File: src/inc/asu_pkg.sv
package asu_pkg;

	// Register offsets on the 3-bit register port
	localparam logic [2:0] ASU_OFS_CTRL_ONE = 3'h0;
	localparam logic [2:0] ASU_OFS_CTRL_TWO = 3'h1;
	localparam logic [2:0] ASU_OFS_CTRL_THREE = 3'h2;
	localparam logic [2:0] ASU_OFS_STATUS = 3'h3;
	localparam logic [2:0] ASU_OFS_DATA = 3'h4;
	localparam logic [2:0] ASU_OFS_EVT = 3'h5;
	localparam logic [2:0] ASU_OFS_MASK = 3'h6;

	// serial_control_two field positions
	localparam int ASU_C2_TX_EMPTY_IE = 7;
	localparam int ASU_C2_TX_DONE_IE = 6;
	localparam int ASU_C2_RX_FULL_IE = 5;
	localparam int ASU_C2_QUIET_IE = 4;
	localparam int ASU_C2_TX_ON = 3;
	localparam int ASU_C2_RX_ON = 2;
	localparam int ASU_C2_RX_STANDBY = 1;
	localparam int ASU_C2_BRK_SEND = 0;
	localparam logic [7:0] ASU_C2_RESET = 8'h00;

	// Control one / three field positions
	localparam int ASU_C1_LOOPBACK = 7;
	localparam int ASU_C1_RX_SOURCE = 5;
	localparam int ASU_C1_ROUSE = 3;
	localparam int ASU_C3_ONE_LINE_DIR = 0;
	localparam int ASU_C3_LONG_BRK = 1;

	// Status field positions (flag vector bits 3:0 map to 7:4)
	localparam int ASU_ST_TX_EMPTY = 3;
	localparam int ASU_ST_TX_DONE = 2;
	localparam int ASU_ST_RX_FULL = 1;
	localparam int ASU_ST_QUIET = 0;

	// Frame timing in oversample ticks and bit times
	localparam logic [3:0] ASU_TICK_LAST = 4'hf;
	localparam logic [3:0] ASU_TICK_MID = 4'h7;
	localparam logic [3:0] ASU_FRAME_BITS = 4'ha;
	localparam logic [3:0] ASU_BRK_BITS = 4'ha;
	localparam logic [3:0] ASU_LONG_BRK_BITS = 4'hd;
	localparam logic [3:0] ASU_QUIET_BITS = 4'ha;
	localparam logic [2:0] ASU_DATA_LAST = 3'h7;

	// Transmit sequencer states
	typedef enum logic [1:0] {
		ASU_TX_IDLE = 2'b01,
		ASU_TX_SEND = 2'b10
	} asu_tx_state_type;

	// Receive sequencer states
	typedef enum logic [3:0] {
		ASU_RX_IDLE = 4'b0001,
		ASU_RX_START = 4'b0010,
		ASU_RX_DATA = 4'b0100,
		ASU_RX_STOP = 4'b1000
	} asu_rx_state_type;

	// Register port request
	typedef struct packed {
		logic rd;
		logic wr;
		logic [2:0] addr;
		logic [7:0] wdata;
	} asu_bus_req_type;

	// Whole state of the unit
	typedef struct packed {
		logic [7:0] ctrl2;
		logic [7:0] ctrl1;
		logic [7:0] ctrl3;
		asu_tx_state_type tx_st;
		logic [9:0] tx_sh;
		logic tx_fill;
		logic [3:0] tx_bits;
		logic [3:0] tx_sub;
		logic [7:0] tx_buf;
		logic tx_buf_empty;
		logic tx_done;
		logic idle_pend;
		logic brk_pend;
		asu_rx_state_type rx_st;
		logic [7:0] rx_sh;
		logic [2:0] rx_bits;
		logic [3:0] rx_sub;
		logic [7:0] rx_data;
		logic rx_buf_full;
		logic line_quiet;
		logic [3:0] quiet_cnt;
		logic quiet_armed;
		logic stat_seen;
		logic [2:0] rx_sync;
		logic rx_filt;
		logic [2:0] tp_sync;
		logic tp_filt;
		logic [3:0] flags_old;
		logic [3:0] evt;
		logic [3:0] mask;
		logic [7:0] rdata;
	} asu_state_type;

endpackage : asu_pkg

File: src/design/asu_ctrl_two.sv
`timescale 1ns/100ps

module asu_ctrl_two (
	input wire logic ref_clk_i, // Bus clock
	input wire logic rst_b_i, // Async reset, active low
	input wire asu_pkg::asu_bus_req_type bus_i, // Register request
	output logic [7:0] rdata_o, // Read data, cycle after read
	input wire logic samp_tick_i, // 16x bit-rate tick
	input wire logic rx_pin_i, // Receive pin level
	output logic rx_pin_own_o, // Receiver owns rx pin
	input wire logic tx_pin_i, // Tx pin level from pad
	output logic tx_pin_o, // Tx pin drive value
	output logic tx_pin_oe_o, // Tx pin output enable
	output logic tx_pin_own_o, // Transmitter owns tx pin
	output logic irq_o // Interrupt request, level
);
	import asu_pkg::*;

	// Layout of the unit:
	// - the three control registers sit in one state struct
	// - the transmitter is a two-state sequencer around a shifter
	// - the receiver is a four-state sequencer around a shifter
	// - status flags are live; events are sticky copies of them
	// - every output comes from the registered state, so an
	//   output never follows a bus strobe in the same cycle
	// All timing counts step on samp_tick_i, which runs on the
	// bus clock, so no crossing logic is needed for the tick.
	// Only the two pads are asynchronous and they are filtered.

	asu_state_type s_q; // Registered state
	asu_state_type s_d; // Next state

	logic loop_mode; // Internal or single-wire loop
	logic one_wire; // Single-wire use of tx pin
	logic tx_line; // Transmitter serial output
	logic rx_line; // Receiver input after selection
	logic [3:0] flags; // Live status flags
	logic [3:0] flags_new; // Flags after this cycle

	// Mode decode from the control registers
	always_comb begin
		loop_mode = s_q.ctrl1[ASU_C1_LOOPBACK];
		one_wire = loop_mode & s_q.ctrl1[ASU_C1_RX_SOURCE];
		tx_line = (s_q.tx_st == ASU_TX_SEND) ? s_q.tx_sh[0] : 1'b1;
		// Receiver takes the transmitter or the tx pad in loop modes
		if (one_wire) begin
			rx_line = s_q.ctrl3[ASU_C3_ONE_LINE_DIR] ? tx_line
				: s_q.tp_filt;
		end else if (loop_mode) begin
			rx_line = tx_line;
		end else begin
			rx_line = s_q.rx_filt;
		end
		flags = {s_q.tx_buf_empty, s_q.tx_done, s_q.rx_buf_full,
			s_q.line_quiet};
	end

	// Pin ownership and drive
	always_comb begin
		// Owned while enabled or while anything is still queued
		tx_pin_own_o = s_q.ctrl2[ASU_C2_TX_ON] | (s_q.tx_st == ASU_TX_SEND)
			| s_q.idle_pend | s_q.brk_pend | ~s_q.tx_buf_empty;
		// Single-wire receive direction turns the pad around
		tx_pin_oe_o = tx_pin_own_o & ~(one_wire
			& ~s_q.ctrl3[ASU_C3_ONE_LINE_DIR]);
		tx_pin_o = tx_line;
		// Loopback never uses the rx pad
		rx_pin_own_o = s_q.ctrl2[ASU_C2_RX_ON]
			& ~loop_mode;
		rdata_o = s_q.rdata;
	end

	logic [3:0] irq_src; // Enabled live flags, status order

	// Each enable gates only its own flag; the request is a level,
	// so it stays up as long as software leaves a flag set.
	// Polling software leaves all four enables and the event mask clear.
	always_comb begin
		irq_src[3] = s_q.tx_buf_empty
			& s_q.ctrl2[ASU_C2_TX_EMPTY_IE];
		irq_src[2] = s_q.tx_done
			& s_q.ctrl2[ASU_C2_TX_DONE_IE];
		irq_src[1] = s_q.rx_buf_full
			& s_q.ctrl2[ASU_C2_RX_FULL_IE];
		irq_src[0] = s_q.line_quiet
			& s_q.ctrl2[ASU_C2_QUIET_IE];
		// Sticky events add a second, edge-style path
		irq_o = |irq_src
			| |(s_q.evt & s_q.mask);
	end

	// Next-state logic for the whole unit
	always_comb begin
		logic brk_now; // Break to start next
		s_d = s_q;
		brk_now = 1'b0;

		// Pad synchronisers: stages two and three are compared
		// Stage two and three must agree before the filtered level
		// moves, which rejects a single-cycle glitch on the pad.
		// The cost is two extra cycles of latency, which is small
		// against a bit time of sixteen ticks.
		s_d.rx_sync = {s_q.rx_sync[1:0], rx_pin_i};
		s_d.tp_sync = {s_q.tp_sync[1:0], tx_pin_i};
		if (s_q.rx_sync[1] == s_q.rx_sync[2]) begin
			s_d.rx_filt = s_q.rx_sync[2];
		end
		if (s_q.tp_sync[1] == s_q.tp_sync[2]) begin
			s_d.tp_filt = s_q.tp_sync[2];
		end

		// Transmit sequencer
		// The shifter is loaded with a whole frame and shifted
		// right once per bit time; tx_fill is what enters at the
		// top, one for frames and idle, zero for breaks.
		// tx_bits counts the bit times left in the frame.
		// A held break bit starts a new break every time the
		// sequencer falls idle, so breaks can run back to back.
		// Breaks only repeat while the transmitter is on; a
		// queued one still drains after it is turned off.
		case (s_q.tx_st)
			ASU_TX_IDLE: begin
				// Break first, then queued idle, then data
				brk_now = s_q.brk_pend
					| (s_q.ctrl2[ASU_C2_BRK_SEND]
					& s_q.ctrl2[ASU_C2_TX_ON]);
				s_d.tx_sub = 4'h0;
				if (brk_now) begin
					s_d.tx_st = ASU_TX_SEND;
					s_d.tx_sh = 10'h000;
					s_d.tx_fill = 1'b0;
					s_d.tx_bits = s_q.ctrl3[ASU_C3_LONG_BRK]
						? ASU_LONG_BRK_BITS : ASU_BRK_BITS;
					s_d.brk_pend = 1'b0;
				end else if (s_q.idle_pend) begin
					s_d.tx_st = ASU_TX_SEND;
					s_d.tx_sh = 10'h3ff;
					s_d.tx_fill = 1'b1;
					s_d.tx_bits = ASU_FRAME_BITS;
					s_d.idle_pend = 1'b0;
				end else if (~s_q.tx_buf_empty) begin
					// Buffer moves to the shifter, buffer frees up
					s_d.tx_st = ASU_TX_SEND;
					s_d.tx_sh = {1'b1, s_q.tx_buf, 1'b0};
					s_d.tx_fill = 1'b1;
					s_d.tx_bits = ASU_FRAME_BITS;
					s_d.tx_buf_empty = 1'b1;
				end
			end
			ASU_TX_SEND: begin
				if (samp_tick_i) begin
					s_d.tx_sub = s_q.tx_sub + 4'h1;
					if (s_q.tx_sub == ASU_TICK_LAST) begin
						s_d.tx_sh = {s_q.tx_fill, s_q.tx_sh[9:1]};
						s_d.tx_bits = s_q.tx_bits - 4'h1;
						if (s_q.tx_bits == 4'h1) begin
							s_d.tx_st = ASU_TX_IDLE;
						end
					end
				end
			end
			default: begin
				s_d.tx_st = ASU_TX_IDLE;
			end
		endcase

		// Receive sequencer; held idle while the receiver is off
		// A start is taken on any low sample and confirmed half a
		// bit later; data bits are then sampled at mid-bit.
		// The quiet counter only runs while the line is high in
		// idle, and quiet_armed makes the quiet event fire once
		// after each received frame or run of frames, however long the line stays high.
		// Turning the receiver off mid-frame drops that frame.
		if (~s_q.ctrl2[ASU_C2_RX_ON]) begin
			s_d.rx_st = ASU_RX_IDLE;
			s_d.rx_sub = 4'h0;
			s_d.quiet_cnt = 4'h0;
		end else if (samp_tick_i) begin
			s_d.rx_sub = s_q.rx_sub + 4'h1;
			case (s_q.rx_st)
				ASU_RX_IDLE: begin
					if (~rx_line) begin
						s_d.rx_st = ASU_RX_START;
						s_d.rx_sub = 4'h0;
						s_d.quiet_cnt = 4'h0;
					end else if (s_q.rx_sub == ASU_TICK_LAST
						&& s_q.quiet_cnt != ASU_QUIET_BITS) begin
						s_d.quiet_cnt = s_q.quiet_cnt + 4'h1;
					end
				end
				ASU_RX_START: begin
					// Mid-bit check rejects glitches
					if (s_q.rx_sub == ASU_TICK_MID) begin
						s_d.rx_sub = 4'h0;
						s_d.rx_bits = 3'h0;
						s_d.rx_st = rx_line ? ASU_RX_IDLE : ASU_RX_DATA;
					end
				end
				ASU_RX_DATA: begin
					if (s_q.rx_sub == ASU_TICK_LAST) begin
						s_d.rx_sh = {rx_line, s_q.rx_sh[7:1]};
						s_d.rx_bits = s_q.rx_bits + 3'h1;
						if (s_q.rx_bits == ASU_DATA_LAST) begin
							s_d.rx_st = ASU_RX_STOP;
						end
					end
				end
				ASU_RX_STOP: begin
					if (s_q.rx_sub == ASU_TICK_LAST) begin
						s_d.rx_st = ASU_RX_IDLE;
						s_d.rx_sub = 4'h0;
						s_d.quiet_armed = 1'b1;
					end
				end
				default: begin
					s_d.rx_st = ASU_RX_IDLE;
				end
			endcase
		end

		// Flag clearing: status read, then data read
		// The status read arms the clear; a data read without it
		// leaves both receive flags alone, so a stray data read
		// cannot lose a pending receive or quiet indication.
		if (bus_i.rd && bus_i.addr == ASU_OFS_STATUS) begin
			s_d.stat_seen = 1'b1;
		end
		if (bus_i.rd && bus_i.addr == ASU_OFS_DATA && s_q.stat_seen) begin
			s_d.rx_buf_full = 1'b0;
			s_d.line_quiet = 1'b0;
			s_d.stat_seen = 1'b0;
		end

		// Register writes; all writes accepted at any time
		// No write is refused or delayed by transfer activity:
		// a change of tx_on or brk_send is picked up by the
		// sequencer at its next idle point, not mid-frame.
		// Offsets that are not decoded are ignored silently.
		if (bus_i.wr) begin
			if (bus_i.addr == ASU_OFS_CTRL_ONE) begin
				s_d.ctrl1 = bus_i.wdata;
			end else if (bus_i.addr == ASU_OFS_CTRL_TWO) begin
				s_d.ctrl2 = bus_i.wdata;
				// Enable edge queues one idle character
				if (bus_i.wdata[ASU_C2_TX_ON]
					&& ~s_q.ctrl2[ASU_C2_TX_ON]) begin
					s_d.idle_pend = 1'b1;
				end
				// A set of the break bit guarantees one break
				if (bus_i.wdata[ASU_C2_BRK_SEND]
					&& ~s_q.ctrl2[ASU_C2_BRK_SEND]) begin
					s_d.brk_pend = 1'b1;
				end
			end else if (bus_i.addr == ASU_OFS_CTRL_THREE) begin
				s_d.ctrl3 = bus_i.wdata;
			end else if (bus_i.addr == ASU_OFS_DATA) begin
				// New data in the buffer; overwrites if still full
				s_d.tx_buf = bus_i.wdata;
				s_d.tx_buf_empty = 1'b0;
				s_d.stat_seen = 1'b0;
			end else if (bus_i.addr == ASU_OFS_EVT) begin
				s_d.evt = s_q.evt & ~bus_i.wdata[3:0];
			end else if (bus_i.addr == ASU_OFS_MASK) begin
				s_d.mask = bus_i.wdata[3:0];
			end
		end

		// Hardware events come last so a set beats a clear
		// A receive flag set in the same cycle as a software
		// clear stays set, so no received frame goes unseen.
		// In standby a frame is only delivered when it wakes
		// the receiver through the address mark.
		if (s_q.ctrl2[ASU_C2_RX_ON] && samp_tick_i) begin
			if (s_q.rx_st == ASU_RX_STOP && s_q.rx_sub == ASU_TICK_LAST) begin
				// Address mark ends standby and is delivered
				if (s_q.ctrl2[ASU_C2_RX_STANDBY]
					&& s_q.ctrl1[ASU_C1_ROUSE] && s_q.rx_sh[7]) begin
					s_d.ctrl2[ASU_C2_RX_STANDBY] = 1'b0;
				end
				if (~s_q.ctrl2[ASU_C2_RX_STANDBY]
					|| (s_q.ctrl1[ASU_C1_ROUSE] && s_q.rx_sh[7])) begin
					s_d.rx_data = s_q.rx_sh;
					s_d.rx_buf_full = 1'b1;
				end
			end
			// A full quiet character after activity
			if (s_q.rx_st == ASU_RX_IDLE && rx_line
				&& s_q.rx_sub == ASU_TICK_LAST
				&& s_q.quiet_cnt == ASU_QUIET_BITS - 4'h1
				&& s_q.quiet_armed) begin
				s_d.quiet_armed = 1'b0;
				if (s_q.ctrl2[ASU_C2_RX_STANDBY]) begin
					if (~s_q.ctrl1[ASU_C1_ROUSE]) begin
						s_d.ctrl2[ASU_C2_RX_STANDBY] = 1'b0;
					end
				end else begin
					s_d.line_quiet = 1'b1;
				end
			end
		end

		// Done while nothing is buffered, queued or shifting
		s_d.tx_done = s_d.tx_buf_empty && s_d.tx_st == ASU_TX_IDLE
			&& ~s_d.idle_pend && ~s_d.brk_pend;

		// Sticky events on each rising flag
		flags_new = {s_d.tx_buf_empty, s_d.tx_done, s_d.rx_buf_full,
			s_d.line_quiet};
		s_d.flags_old = flags_new;
		s_d.evt = s_d.evt | (flags_new & ~s_q.flags_old);

		// Read data for the following cycle
		// Read data is registered and zero outside a read slot;
		// reads never change control state, only the status
		// read arms the receive flag clear above.
		s_d.rdata = 8'h00;
		if (bus_i.rd) begin
			if (bus_i.addr == ASU_OFS_CTRL_ONE) begin
				s_d.rdata = s_q.ctrl1;
			end else if (bus_i.addr == ASU_OFS_CTRL_TWO) begin
				s_d.rdata = s_q.ctrl2;
			end else if (bus_i.addr == ASU_OFS_CTRL_THREE) begin
				s_d.rdata = s_q.ctrl3;
			end else if (bus_i.addr == ASU_OFS_STATUS) begin
				s_d.rdata = {flags, 4'h0};
			end else if (bus_i.addr == ASU_OFS_DATA) begin
				s_d.rdata = s_q.rx_data;
			end else if (bus_i.addr == ASU_OFS_EVT) begin
				s_d.rdata = {4'h0, s_q.evt};
			end else if (bus_i.addr == ASU_OFS_MASK) begin
				s_d.rdata = {4'h0, s_q.mask};
			end
		end
	end

	// State register; buffer empty and done start set
	// The old-flag copy starts equal to the reset flags so that
	// no sticky event appears just after reset. Synchronisers
	// start at the idle level of the pads, so no false start
	// bit is seen while they fill.
	always_ff @(posedge ref_clk_i or negedge rst_b_i) begin
		if (!rst_b_i) begin
			s_q <= '0;
			s_q.ctrl2 <= ASU_C2_RESET;
			s_q.tx_st <= ASU_TX_IDLE;
			s_q.rx_st <= ASU_RX_IDLE;
			s_q.tx_buf_empty <= 1'b1;
			s_q.tx_done <= 1'b1;
			s_q.flags_old <= 4'hc;
			s_q.rx_sync <= 3'h7;
			s_q.rx_filt <= 1'b1;
			s_q.tp_sync <= 3'h7;
			s_q.tp_filt <= 1'b1;
		end else begin
			s_q <= s_d;
		end
	end

endmodule : asu_ctrl_two

File: config.mk
export PLATFORM = sky130hd
export DESIGN_NAME = asu_ctrl_two
export DESIGN_NICKNAME = d
export VERILOG_FILES = /design/src/inc/asu_pkg.sv /design/src/design/asu_ctrl_two.sv
export SDC_FILE = /design/constraint.sdc
export NUM_CORES = 1
export LEC_CHECK = 0
export BUFFER_PORTS_ARGS = -buffer_cell sky130_fd_sc_hd__buf_4
export CAP_MARGIN = 15
export CORE_MARGIN = 4
export CORE_UTILIZATION = 50
export CTS_CLUSTER_SIZE = 25
export DETAILED_ROUTE_END_ITERATION = 7
export PLACE_DENSITY = 0.64
export SETUP_SLACK_MARGIN = 0.05
export SYNTH_ARGS = -nofsm -noshare
export SYNTH_HDL_FRONTEND = slang
export SYNTH_SLANG_ARGS = --single-unit
File: constraint.sdc
create_clock -name ref_clk_i -period 6.2 [get_ports ref_clk_i]
set_clock_uncertainty 0.2 [all_clocks]
set_input_delay 1.86 -clock ref_clk_i [delete_from_list [all_inputs] [get_ports ref_clk_i]]
set_output_delay 1.86 -clock ref_clk_i [all_outputs]
set_load 0.005 [all_outputs]
==> results.toml, run 1 <==
[logic_synthesis]
ys_seq_area_frac = 0.5129
ys_ff_latch = 116
avgSynthCellArea_sq_um = 10.65
synth_area_sq_um = 5689
synth_edf_count = 0
synthMuxAreaShare = 0.1139
synth_top_family_by_area = "compound AO/OA/AOI/OAI gates"
yosysWarnings = 0
ys_top_cells_by_count = "104 x dfrtp_1, 46 x mux2_2, 46 x nand2_1"
synth_top_area_frac = 0.4574
synth.area.top_cells = "dfrtp_1 46%, mux2_2 9.1%, dfstp_2 5.5%, o21ai_0 3.2%, nand2_1 3.0%"
synth_flop_cell = "dfrtp_1"
synth.distinct_cells = 65
yosysTopAreaCell = "dfrtp_1"
synth_compound_area_frac = 0.1605
synth-simple-area-share = 0.1350
synthXorXnorAreaFrac = 0.004618
syn_nets = 563
synthAdderAreaFrac = 0.02771
async_flop_share = 1.000
syn_inst = 534
post-synth-top-count-cell = "dfrtp_1"

[floorplanning]
rows = 38
die-area_sq_um = 13150
io-pin-count = 31
start_util = 0.5180
core_area_sq_um = 10980
die_w_um = 114.7
die_y_um = 114.7

[power_and_ir_drop]
p_seq_frac = 0.399
p_int_mw = 1.802
p_sw_mw = 0.7558
p_leak_nw = 2.919
pwr-share-comb = 0.213
swShare = 0.2955
irDropWorstVdd_uv = 313.0
p_clk_frac = 0.387
power_density_nw_per_um2 = 390.2

[clocking]
clock_latency_ns = 0.41
cts_tree = "done"
clk_pin_slew_worst_paths_ns = 0.05
clockRootBuffer = "clkbuf_16"
htreeDepth = 4
cts_buffer_depth = 2
cts_resized = 0
post_cts_buffers = 0
postCtsHoldBufs = 0
cts_inserted_buffers = 17
clock_sinks = 116

[setup_path]
critical_path_class = "register to output pin"
end_kind = "output pin"
cp.required_ns = 4.14
worstSetupStartpointType = "register"
path_max_fanout = 10
crit_arrival_ns = 2.24

[placed_design]
portBuffers = 30
routabilityCongestion = 0.8718
dp_worst_setup_slack_ns = 2.345
dp_hpwl_um = 8899

[route]
wire_per_inst_um = 18.14
first_iter_violations = 266
route.detailed.drc = 0
ant_nets = 0
routed_wl_um = 12810
num_vias = 4087
first_pass_iters = 4
vias_per_cell = 5.789

[global_routing]
antenna_found_initial = 0
grt.total_usage = 0.2116
grt_max_degree = 77
grt_first_pass_wirelength_um = 21110
grt_overflow = 0
grt_pass1_vias = 4002

[layout]
fill_cells = 913
syn_to_final_growth_pct = 15.24
drive_gt1_frac = 0.2350
layout.nets = 582
n_antenna_cell = 0

[sta]
setup_slack_ns = 1.899
setup_violations = 0
drv_slew = 0
finalCritPeriodShare = 0.6937
rsz0062_at_grt = "false"
fin_crit_ns = 4.301
hold_viol_final = 0
relSlewSlack = 0.3507
setup_tns_ns = 0
clock.fmax_mhz = 232.5
worstMarginPinSlew_ns = 0.9739

[status]
status = "finished, final reports clean"

[min_path]
hold_path_class = "register to register"

[job]
drv_cap = 0
[flip-flops by register name, indices dropped and copies added, names as in the netlist]
signal	count
loop_mode	1
rdata_o	8
s_d	4
s_q	103
[metrics by stage]
stage / utilization / area [sq um] / std cells / total power, mW / hold WS, ns
3_3_place_gp: 0.5418 / 5951 / 674 / 1.558 / 0.1457
4_1_cts: 0.5969 / 6556 / 706 / 2.580 / 0.1564
6_report: 0.5969 / 6556 / 706 / 2.558 / 0.1574
2_1_floorplan: - / 5689 / 534 / 1.400 / 0.1452
5_1_grt: 0.5969 / 6556 / 706 / 2.706 / 0.1606
3_5_place_dp: 0.5418 / 5951 / 674 / 1.576 / 0.1490
[metal layers]
layer / GRT usage / part of all wire
met1: 0.2940 / 0.47
met2: 0.3132 / 0.46
met4: 0.08314 / 0.021
met5: 0 / 0
met3: 0.06078 / 0.044
[power by group through the flow]
stage	Combinational [mW]	Sequential [mW]	Clock, mW
5_1_grt	0.619	1.04	1.05
6_report	0.546	1.02	0.991
3_5_place_dp	0.546	1.03	0
4_1_cts	0.549	1.02	1.01
3_3_place_gp	0.529	1.03	0
2_1_floorplan	0.420	0.979	0
[worst paths after layout]
| check | start | end | slack (ns) | cells past startpoint |
|---|---|---|---|---|
| max | s_q[94] | tx_pin_oe_o | 1.90 | 5 |
| min | s_d[26] | s_d[27] | 0.16 | 0 |
| max reg2reg | s_q[94] | s_q[60] | 3.72 | 7 |
| min reg2reg | s_d[26] | s_d[27] | 0.16 | 0 |
| max in group asynchronous | rst_b_i | s_q[20] | 3.30 | 2 |
| min in group asynchronous | rst_b_i | s_q[88] | 1.40 | 1 |
[placed cells by master (no fill, tap or decap), types with 4 or more instances in the layout]
cell       synthesis  routed
o21ai_0           36      36
nand2_1           46      46
nand4_1            6       6
mux2_2            46      46
nand2b_1           6       6
o211ai_1           4       4
ha_1              11      11
mux2i_1           13      13
o211a_1            4       4
inv_1             24      24
dfstp_2           12      12
o21a_1             4       4
a22oi_1            4       4
nor2b_1            9       9
o22ai_1           10      10
clkbuf_16          0      17
a21oi_1           25      25
nor3_1             9       9
nor2_1            39      39
a31oi_1           15      15
nand3_1            4       4
buf_4              9      33
dfrtp_1          104     104
a21boi_0           7       7
[cell families (layout without fill, tap and decap cells)]
| family | count (synthesis) | in the layout |
|---|---|---|
| compound gates | 138 | 138 |
| flops | 116 | 116 |
| buf+inv | 57 | 89 |
| mux | 59 | 59 |
| xor+xnor | 3 | 3 |
| fa+ha+maj | 13 | 13 |
| simple gates | 148 | 148 |
[final cells by class]
type	count	area [sq um]	share of cell area
multi-input combinational	361	2520	0.3844
inverter	24	90.09	0.01374
sequential	116	2918	0.4450
tap	140	175.2	0.02672
timing repair buffer	33	247.7	0.03779
clock inverter	9	127.6	0.01947
clock buffer	23	478.0	0.07290
[worst max-delay path: stages (launching register included)]
cell	delay, ns
dfstp_2	0.56
inv_1	0.05
ha_1	0.32
or4_1	0.60
a21boi_0	0.15
buf_4	0.16
(Power assumes the default switching activity.)
==> inputs of run 2 (changes only) <==
- ABC_AREA: unset -> 1
- PLACE_DENSITY: 0.64 -> 0.67
- clock period: 6.2 -> 3.8 ns (I/O delays scaled with it)
==> run 2 against run 1 <==
Via count up 13%. Total power up 63%. Synthesized cell count up 27%. Critical endpoint unchanged. Largest power group unchanged.
==> results.toml, run 2 <==
[status]
status = "finished, final reports clean"

[logic_synthesis]
syn_nets = 708
async_flop_share = 1.000
syn_inst = 679
ys_seq_area_frac = 0.5062
synth_top_area_frac = 0.4515
ys_ff_latch = 116
synth.distinct_cells = 41
synth_edf_count = 0
yosysTopAreaCell = "dfrtp_1"
synth_flop_cell = "dfrtp_1"
avgSynthCellArea_sq_um = 8.489
ys_top_cells_by_count = "164 x nand2_1, 104 x dfrtp_1, 88 x o21ai_0"
synth_area_sq_um = 5764
synth.area.top_cells = "dfrtp_1 45%, nand2_1 11%, o21ai_0 7.6%, dfstp_2 5.5%, inv_1 5.4%"
yosysWarnings = 0
post-synth-top-count-cell = "nand2_1"

[global_routing]
grt.total_usage = 0.2202
grt_overflow = 0
grt_max_degree = 59
antenna_found_initial = 0
grt_pass1_vias = 4590
grt_first_pass_wirelength_um = 22650

[clocking]
cts_buffer_depth = 2
clock_latency_ns = 0.41
cts_inserted_buffers = 17
cts_tree = "done"
htreeDepth = 4
cts_resized = 0
clock_sinks = 116
clockRootBuffer = "clkbuf_16"
post_cts_buffers = 0
postCtsHoldBufs = 0
clk_pin_slew_worst_paths_ns = 0.05

[floorplanning]
die-area_sq_um = 13310
die_w_um = 115.4
io-pin-count = 31
die_y_um = 115.4
start_util = 0.5203
core_area_sq_um = 11080
rows = 38

[sta]
setup_tns_ns = 0
setup_violations = 0
clock.fmax_mhz = 312.2
worstMarginPinSlew_ns = 0.5338
rsz0062_at_grt = "false"
setup_slack_ns = 0.5968
drv_slew = 0
finalCritPeriodShare = 0.8429
hold_viol_final = 0
fin_crit_ns = 3.203
relSlewSlack = 0.6441

[min_path]
hold-path-endpoint = "s_d[23]"
hold_path_class = "register to register"
worstHoldPathCells = 0
hp-start = "s_d[22]"

[layout]
layout.nets = 738
fin_util = 0.5976
largest_reg_flops = 103
regMostFlops = "s_q"
drive_gt1_frac = 0.1690
layout_common_cells = "164 x nand2_1, 104 x dfrtp_1, 88 x o21ai_0"
syn_to_final_growth_pct = 14.85
n_antenna_cell = 0
layout_commonest_cell = "nand2_1"

[setup_path]
r2r_slack_ns = 1.53
cp_top_family = "flip-flops"
cp_slowest_stage_delay_ns = 0.54
path_max_fanout = 5
r2r.worst_path.cells = 10
worstSetupStartpointType = "register"
r2r_end = "s_q[93]"
end_kind = "output pin"
crit_arrival_ns = 1.86
path_buf_inv = 2
crit_path_cell_trace = "inv_1 > ha_1 > nor2_1 > nand3_1 > o21a_1 > buf_4"
critical_path_class = "register to output pin"
crit_slowest_cell = "dfstp_2"
r2r_start = "s_q[94]"
cp.required_ns = 2.46

[placed_design]
routabilityCongestion = 0.8966
portBuffers = 30
dp_worst_setup_slack_ns = 1.039
dp_hpwl_um = 9549

[route]
wire_per_inst_um = 15.47
routed_wl_um = 13340
num_vias = 4599
ant_nets = 0
route.detailed.drc = 0
first_iter_violations = 370
vias_per_cell = 5.335
first_pass_iters = 5

[power_and_ir_drop]
p_leak_nw = 3.253
power_density_nw_per_um2 = 630.3
irDropWorstVdd_uv = 533.4

[job]
drv_cap = 0
==> run 2: changes by cell type after synthesis, moves of 12 or more <==
cell      previous run  this run
o21ai_0             36        88
clkbuf_1            14         2
o21ai_1              0        17
nand3_1              4        35
mux2_2              46         0
nand2_1             46       164
nand2_2              0        12
mux2i_1             13         0
inv_1               24        83
==> run 2: where the power goes <==
part / total (mW) / internal (mW) / switching (mW)
clock: 1.58 / 1.05 / 0.527
combinational: 0.956 / 0.331 / 0.625
sequential: 1.64 / 1.47 / 0.171
total: 4.17 / 2.85 / 1.32
==> run 2: logic make-up after synthesis <==
kind of cell	Yosys count	synth area share
fa+ha+maj	13	0.02735
compound gates	153	0.1496
buf+inv	114	0.08812
flops	116	0.5062
simple gates	279	0.2227
xor+xnor	4	0.006079
==> run 2: worst max path at each step <==
| stage | to | cells past startpoint | start | slack, ns |
|---|---|---|---|---|
| floorplan | tx_pin_oe_o | 5 | s_q[94] | 1.26 |
| global placement | tx_pin_oe_o | 6 | s_q[94] | 1.06 |
| detailed placement | tx_pin_oe_o | 6 | s_q[94] | 1.04 |
| CTS | tx_pin_oe_o | 6 | s_q[94] | 0.58 |
| global route | tx_pin_oe_o | 6 | s_q[94] | 0.51 |
| finish | tx_pin_oe_o | 6 | s_q[94] | 0.60 |
==> run 2: layer usage <==
layer  track usage  part of all wire  vias to the layer above  wire, um
met5             0                 0                        -         0
met4       0.08685             0.016                        0       212
met3       0.06579             0.055                       15       736
met2        0.3275              0.46                      113      6078
met1        0.3039              0.47                     2204      6308
li1              -                 -                     2267         -
==> run 2: layout make-up <==
class	count	area (sq um)
Clock buffer	28	516.7
Clock inverter	4	70.07
Fill cell	995	4458
Inverter	93	349.1
Multi-Input combinational cell	449	2338
Sequential cell	116	2918
Tap cell	140	175.2
Timing Repair Buffer	32	252.7
==> run 2: worst register-to-register path, stage by stage, from the launching register on <==
cell     delay [ns]
dfstp_2        0.54
inv_1          0.05
ha_1           0.27
nand2_2        0.14
inv_2          0.05
nand2_1        0.25
nand2_1        0.11
o21ai_2        0.11
inv_2          0.19
o21ai_0        0.12
o21ai_0        0.10
==> run 2: metrics by stage <==
stage / cell area, sq um / hold WS [ns] / instances / total power, mW
2_1_floorplan: 5764 / 0.1452 / 679 / 2.342
3_3_place_gp: 6033 / 0.1467 / 830 / 2.554
3_5_place_dp: 6033 / 0.1484 / 830 / 2.600
4_1_cts: 6620 / 0.1559 / 862 / 4.199
5_1_grt: 6620 / 0.1616 / 862 / 4.431
6_report: 6620 / 0.1551 / 862 / 4.173
==> inputs of run 3 (changes only) <==
- clock period: 3.8 -> 2.7 ns (I/O delays scaled with it)
==> run 3 against run 2 <==
Register-to-register slack lost 0.99 ns. Cell count grew 0.81%. Critical path depth is the same. Via count grew 1.4%. Sequential cell count is the same. Die area is the same. Design area grew 1.5%. Clock power grew 42%. Highest routed layer unchanged.
==> results.toml, run 3 (synthesized netlist as in run 2, its figures left out) <==
[status]
status = "finished, final reports clean"

[route]
route.detailed.drc = 0
routed_wl_um = 13410
ant_nets = 0
first_pass_iters = 5
num_vias = 4665
first_iter_violations = 376
wire_per_inst_um = 15.43
vias_per_cell = 5.368

[global_routing]
grt_overflow = 0
grt_max_degree = 54
grt.total_usage = 0.2194
grt_pass1_vias = 4529
grt_first_pass_wirelength_um = 22520
antenna_found_initial = 0

[placed_design]
portBuffers = 30
routabilityCongestion = 0.9209
place_area_sq_um = 6048
dp_cells = 832
dp_hpwl_um = 9618

[clocking]
cts_buffer_depth = 2
clk_pin_slew_worst_paths_ns = 0.05
clock_latency_ns = 0.41
cts_tree = "done"
postCtsHoldBufs = 0
htreeDepth = 4
clock_sinks = 116
clockRootBuffer = "clkbuf_16"
cts_inserted_buffers = 17

[setup_path]
path_max_fanout = 4
critical_path_class = "register to output pin"
worstSetupStartpointType = "register"
cp.required_ns = 1.69
crit_arrival_ns = 1.62
end_kind = "output pin"

[floorplanning]
io-pin-count = 31
die_y_um = 115.4
core_area_sq_um = 11080
die_w_um = 115.4
rows = 38
die-area_sq_um = 13310
start_util = 0.5203

[job]
drv_cap = 0

[power_and_ir_drop]
p_leak_nw = 3.291
irDropWorstVdd_uv = 747.3
power_density_nw_per_um2 = 889.1

[layout]
layout_commonest_cell = "nand2_1"
largest_reg_flops = 103
design_area_sq_um = 6720
fin_cells = 869
n_antenna_cell = 0
layout.nets = 745
syn_to_final_growth_pct = 16.58
fin_util = 0.6066
layout_common_cells = "163 x nand2_1, 103 x dfrtp_1, 88 x o21ai_0"
drive_gt1_frac = 0.1934
regMostFlops = "s_q"

[sta]
clock.fmax_mhz = 380.5
drv_slew = 0
worst_hold_slack_ns = 0.05676
hold_viol_final = 0
rsz0062_at_grt = "true"
setup_violations = 0
setup_tns_ns = 0
fin_crit_ns = 2.628
relSlewSlack = 0.6366
worstMarginPinSlew_ns = 0.5451
finalCritPeriodShare = 0.9733

[min_path]
hold_path_class = "input port to asynchronous set/reset pin"
==> run 3: changes by cell type in the layout (fill, tap and decap cells not counted), sizes merged <==
| cell | delta |
|---|---|
| buf | +7 |
| clkinv | +1 |
| clkbuf | -4 |
| clkinvlp | +3 |
==> run 3: cell type report <==
| type | count | area (sq um) |
|---|---|---|
| clock buffers | 24 | 501.7 |
| fillers | 964 | 4358 |
| clock inverters | 8 | 97.59 |
| flip-flops and latches | 116 | 2919 |
| well taps | 140 | 175.2 |
| repair buffers | 39 | 305.3 |
| multi-input cells | 449 | 2372 |
| inverters | 93 | 349.1 |
==> run 3: layer usage <==
metal,vias up,GRT usage,part of all wire
met1,2260,0.3026,0.47
met4,0,0.06338,0.0090
met3,11,0.05737,0.053
met2,109,0.3438,0.47
met5,-,0,0
li1,2285,-,-
==> run 3: final timing paths <==
| kind | startpoint | endpoint | slack, ns | cells after the start |
|---|---|---|---|---|
| worst max register to register | s_q[94] | s_q[29] | 0.54 | 12 |
| min in group ref_clk_i | s_d[26] | s_d[27] | 0.16 | 0 |
| worst max-delay path | s_q[94] | tx_pin_oe_o | 0.07 | 6 |
| worst min register to register | s_d[26] | s_d[27] | 0.16 | 0 |
| worst min-delay path | rst_b_i | s_q[89] | 0.06 | 1 |
| max in group asynchronous | rst_b_i | s_q[27] | 1.57 | 2 |
==> run 3: repair_timing <==
item                                    in CTS  in global routing
endpoints found under the setup margin       4                  2
pin swaps                                    2                  1
setup buffers                                3                  2
resized for setup                            7                  3
==> run 3: worst max-delay path, stage by stage, from the launching register on <==
cell     delay, ns
dfstp_2       0.54
inv_2         0.05
ha_4          0.17
nor2_4        0.10
nand3_2       0.10
o21a_1        0.12
buf_4         0.13
==> run 3: per-stage QoR <==
stage,worst slack [ns],total power [mW]
6_report,0.07204,5.975
3_3_place_gp,0.2863,3.598
2_1_floorplan,0.4943,3.296
3_5_place_dp,0.2527,3.651
4_1_cts,0.03967,5.982
5_1_grt,0.03433,6.344
==> run 3: power by group <==
group	switching, mW	internal, mW
clock network	0.774	1.47
logic	0.900	0.515
registers	0.245	2.07
total	1.92	4.06
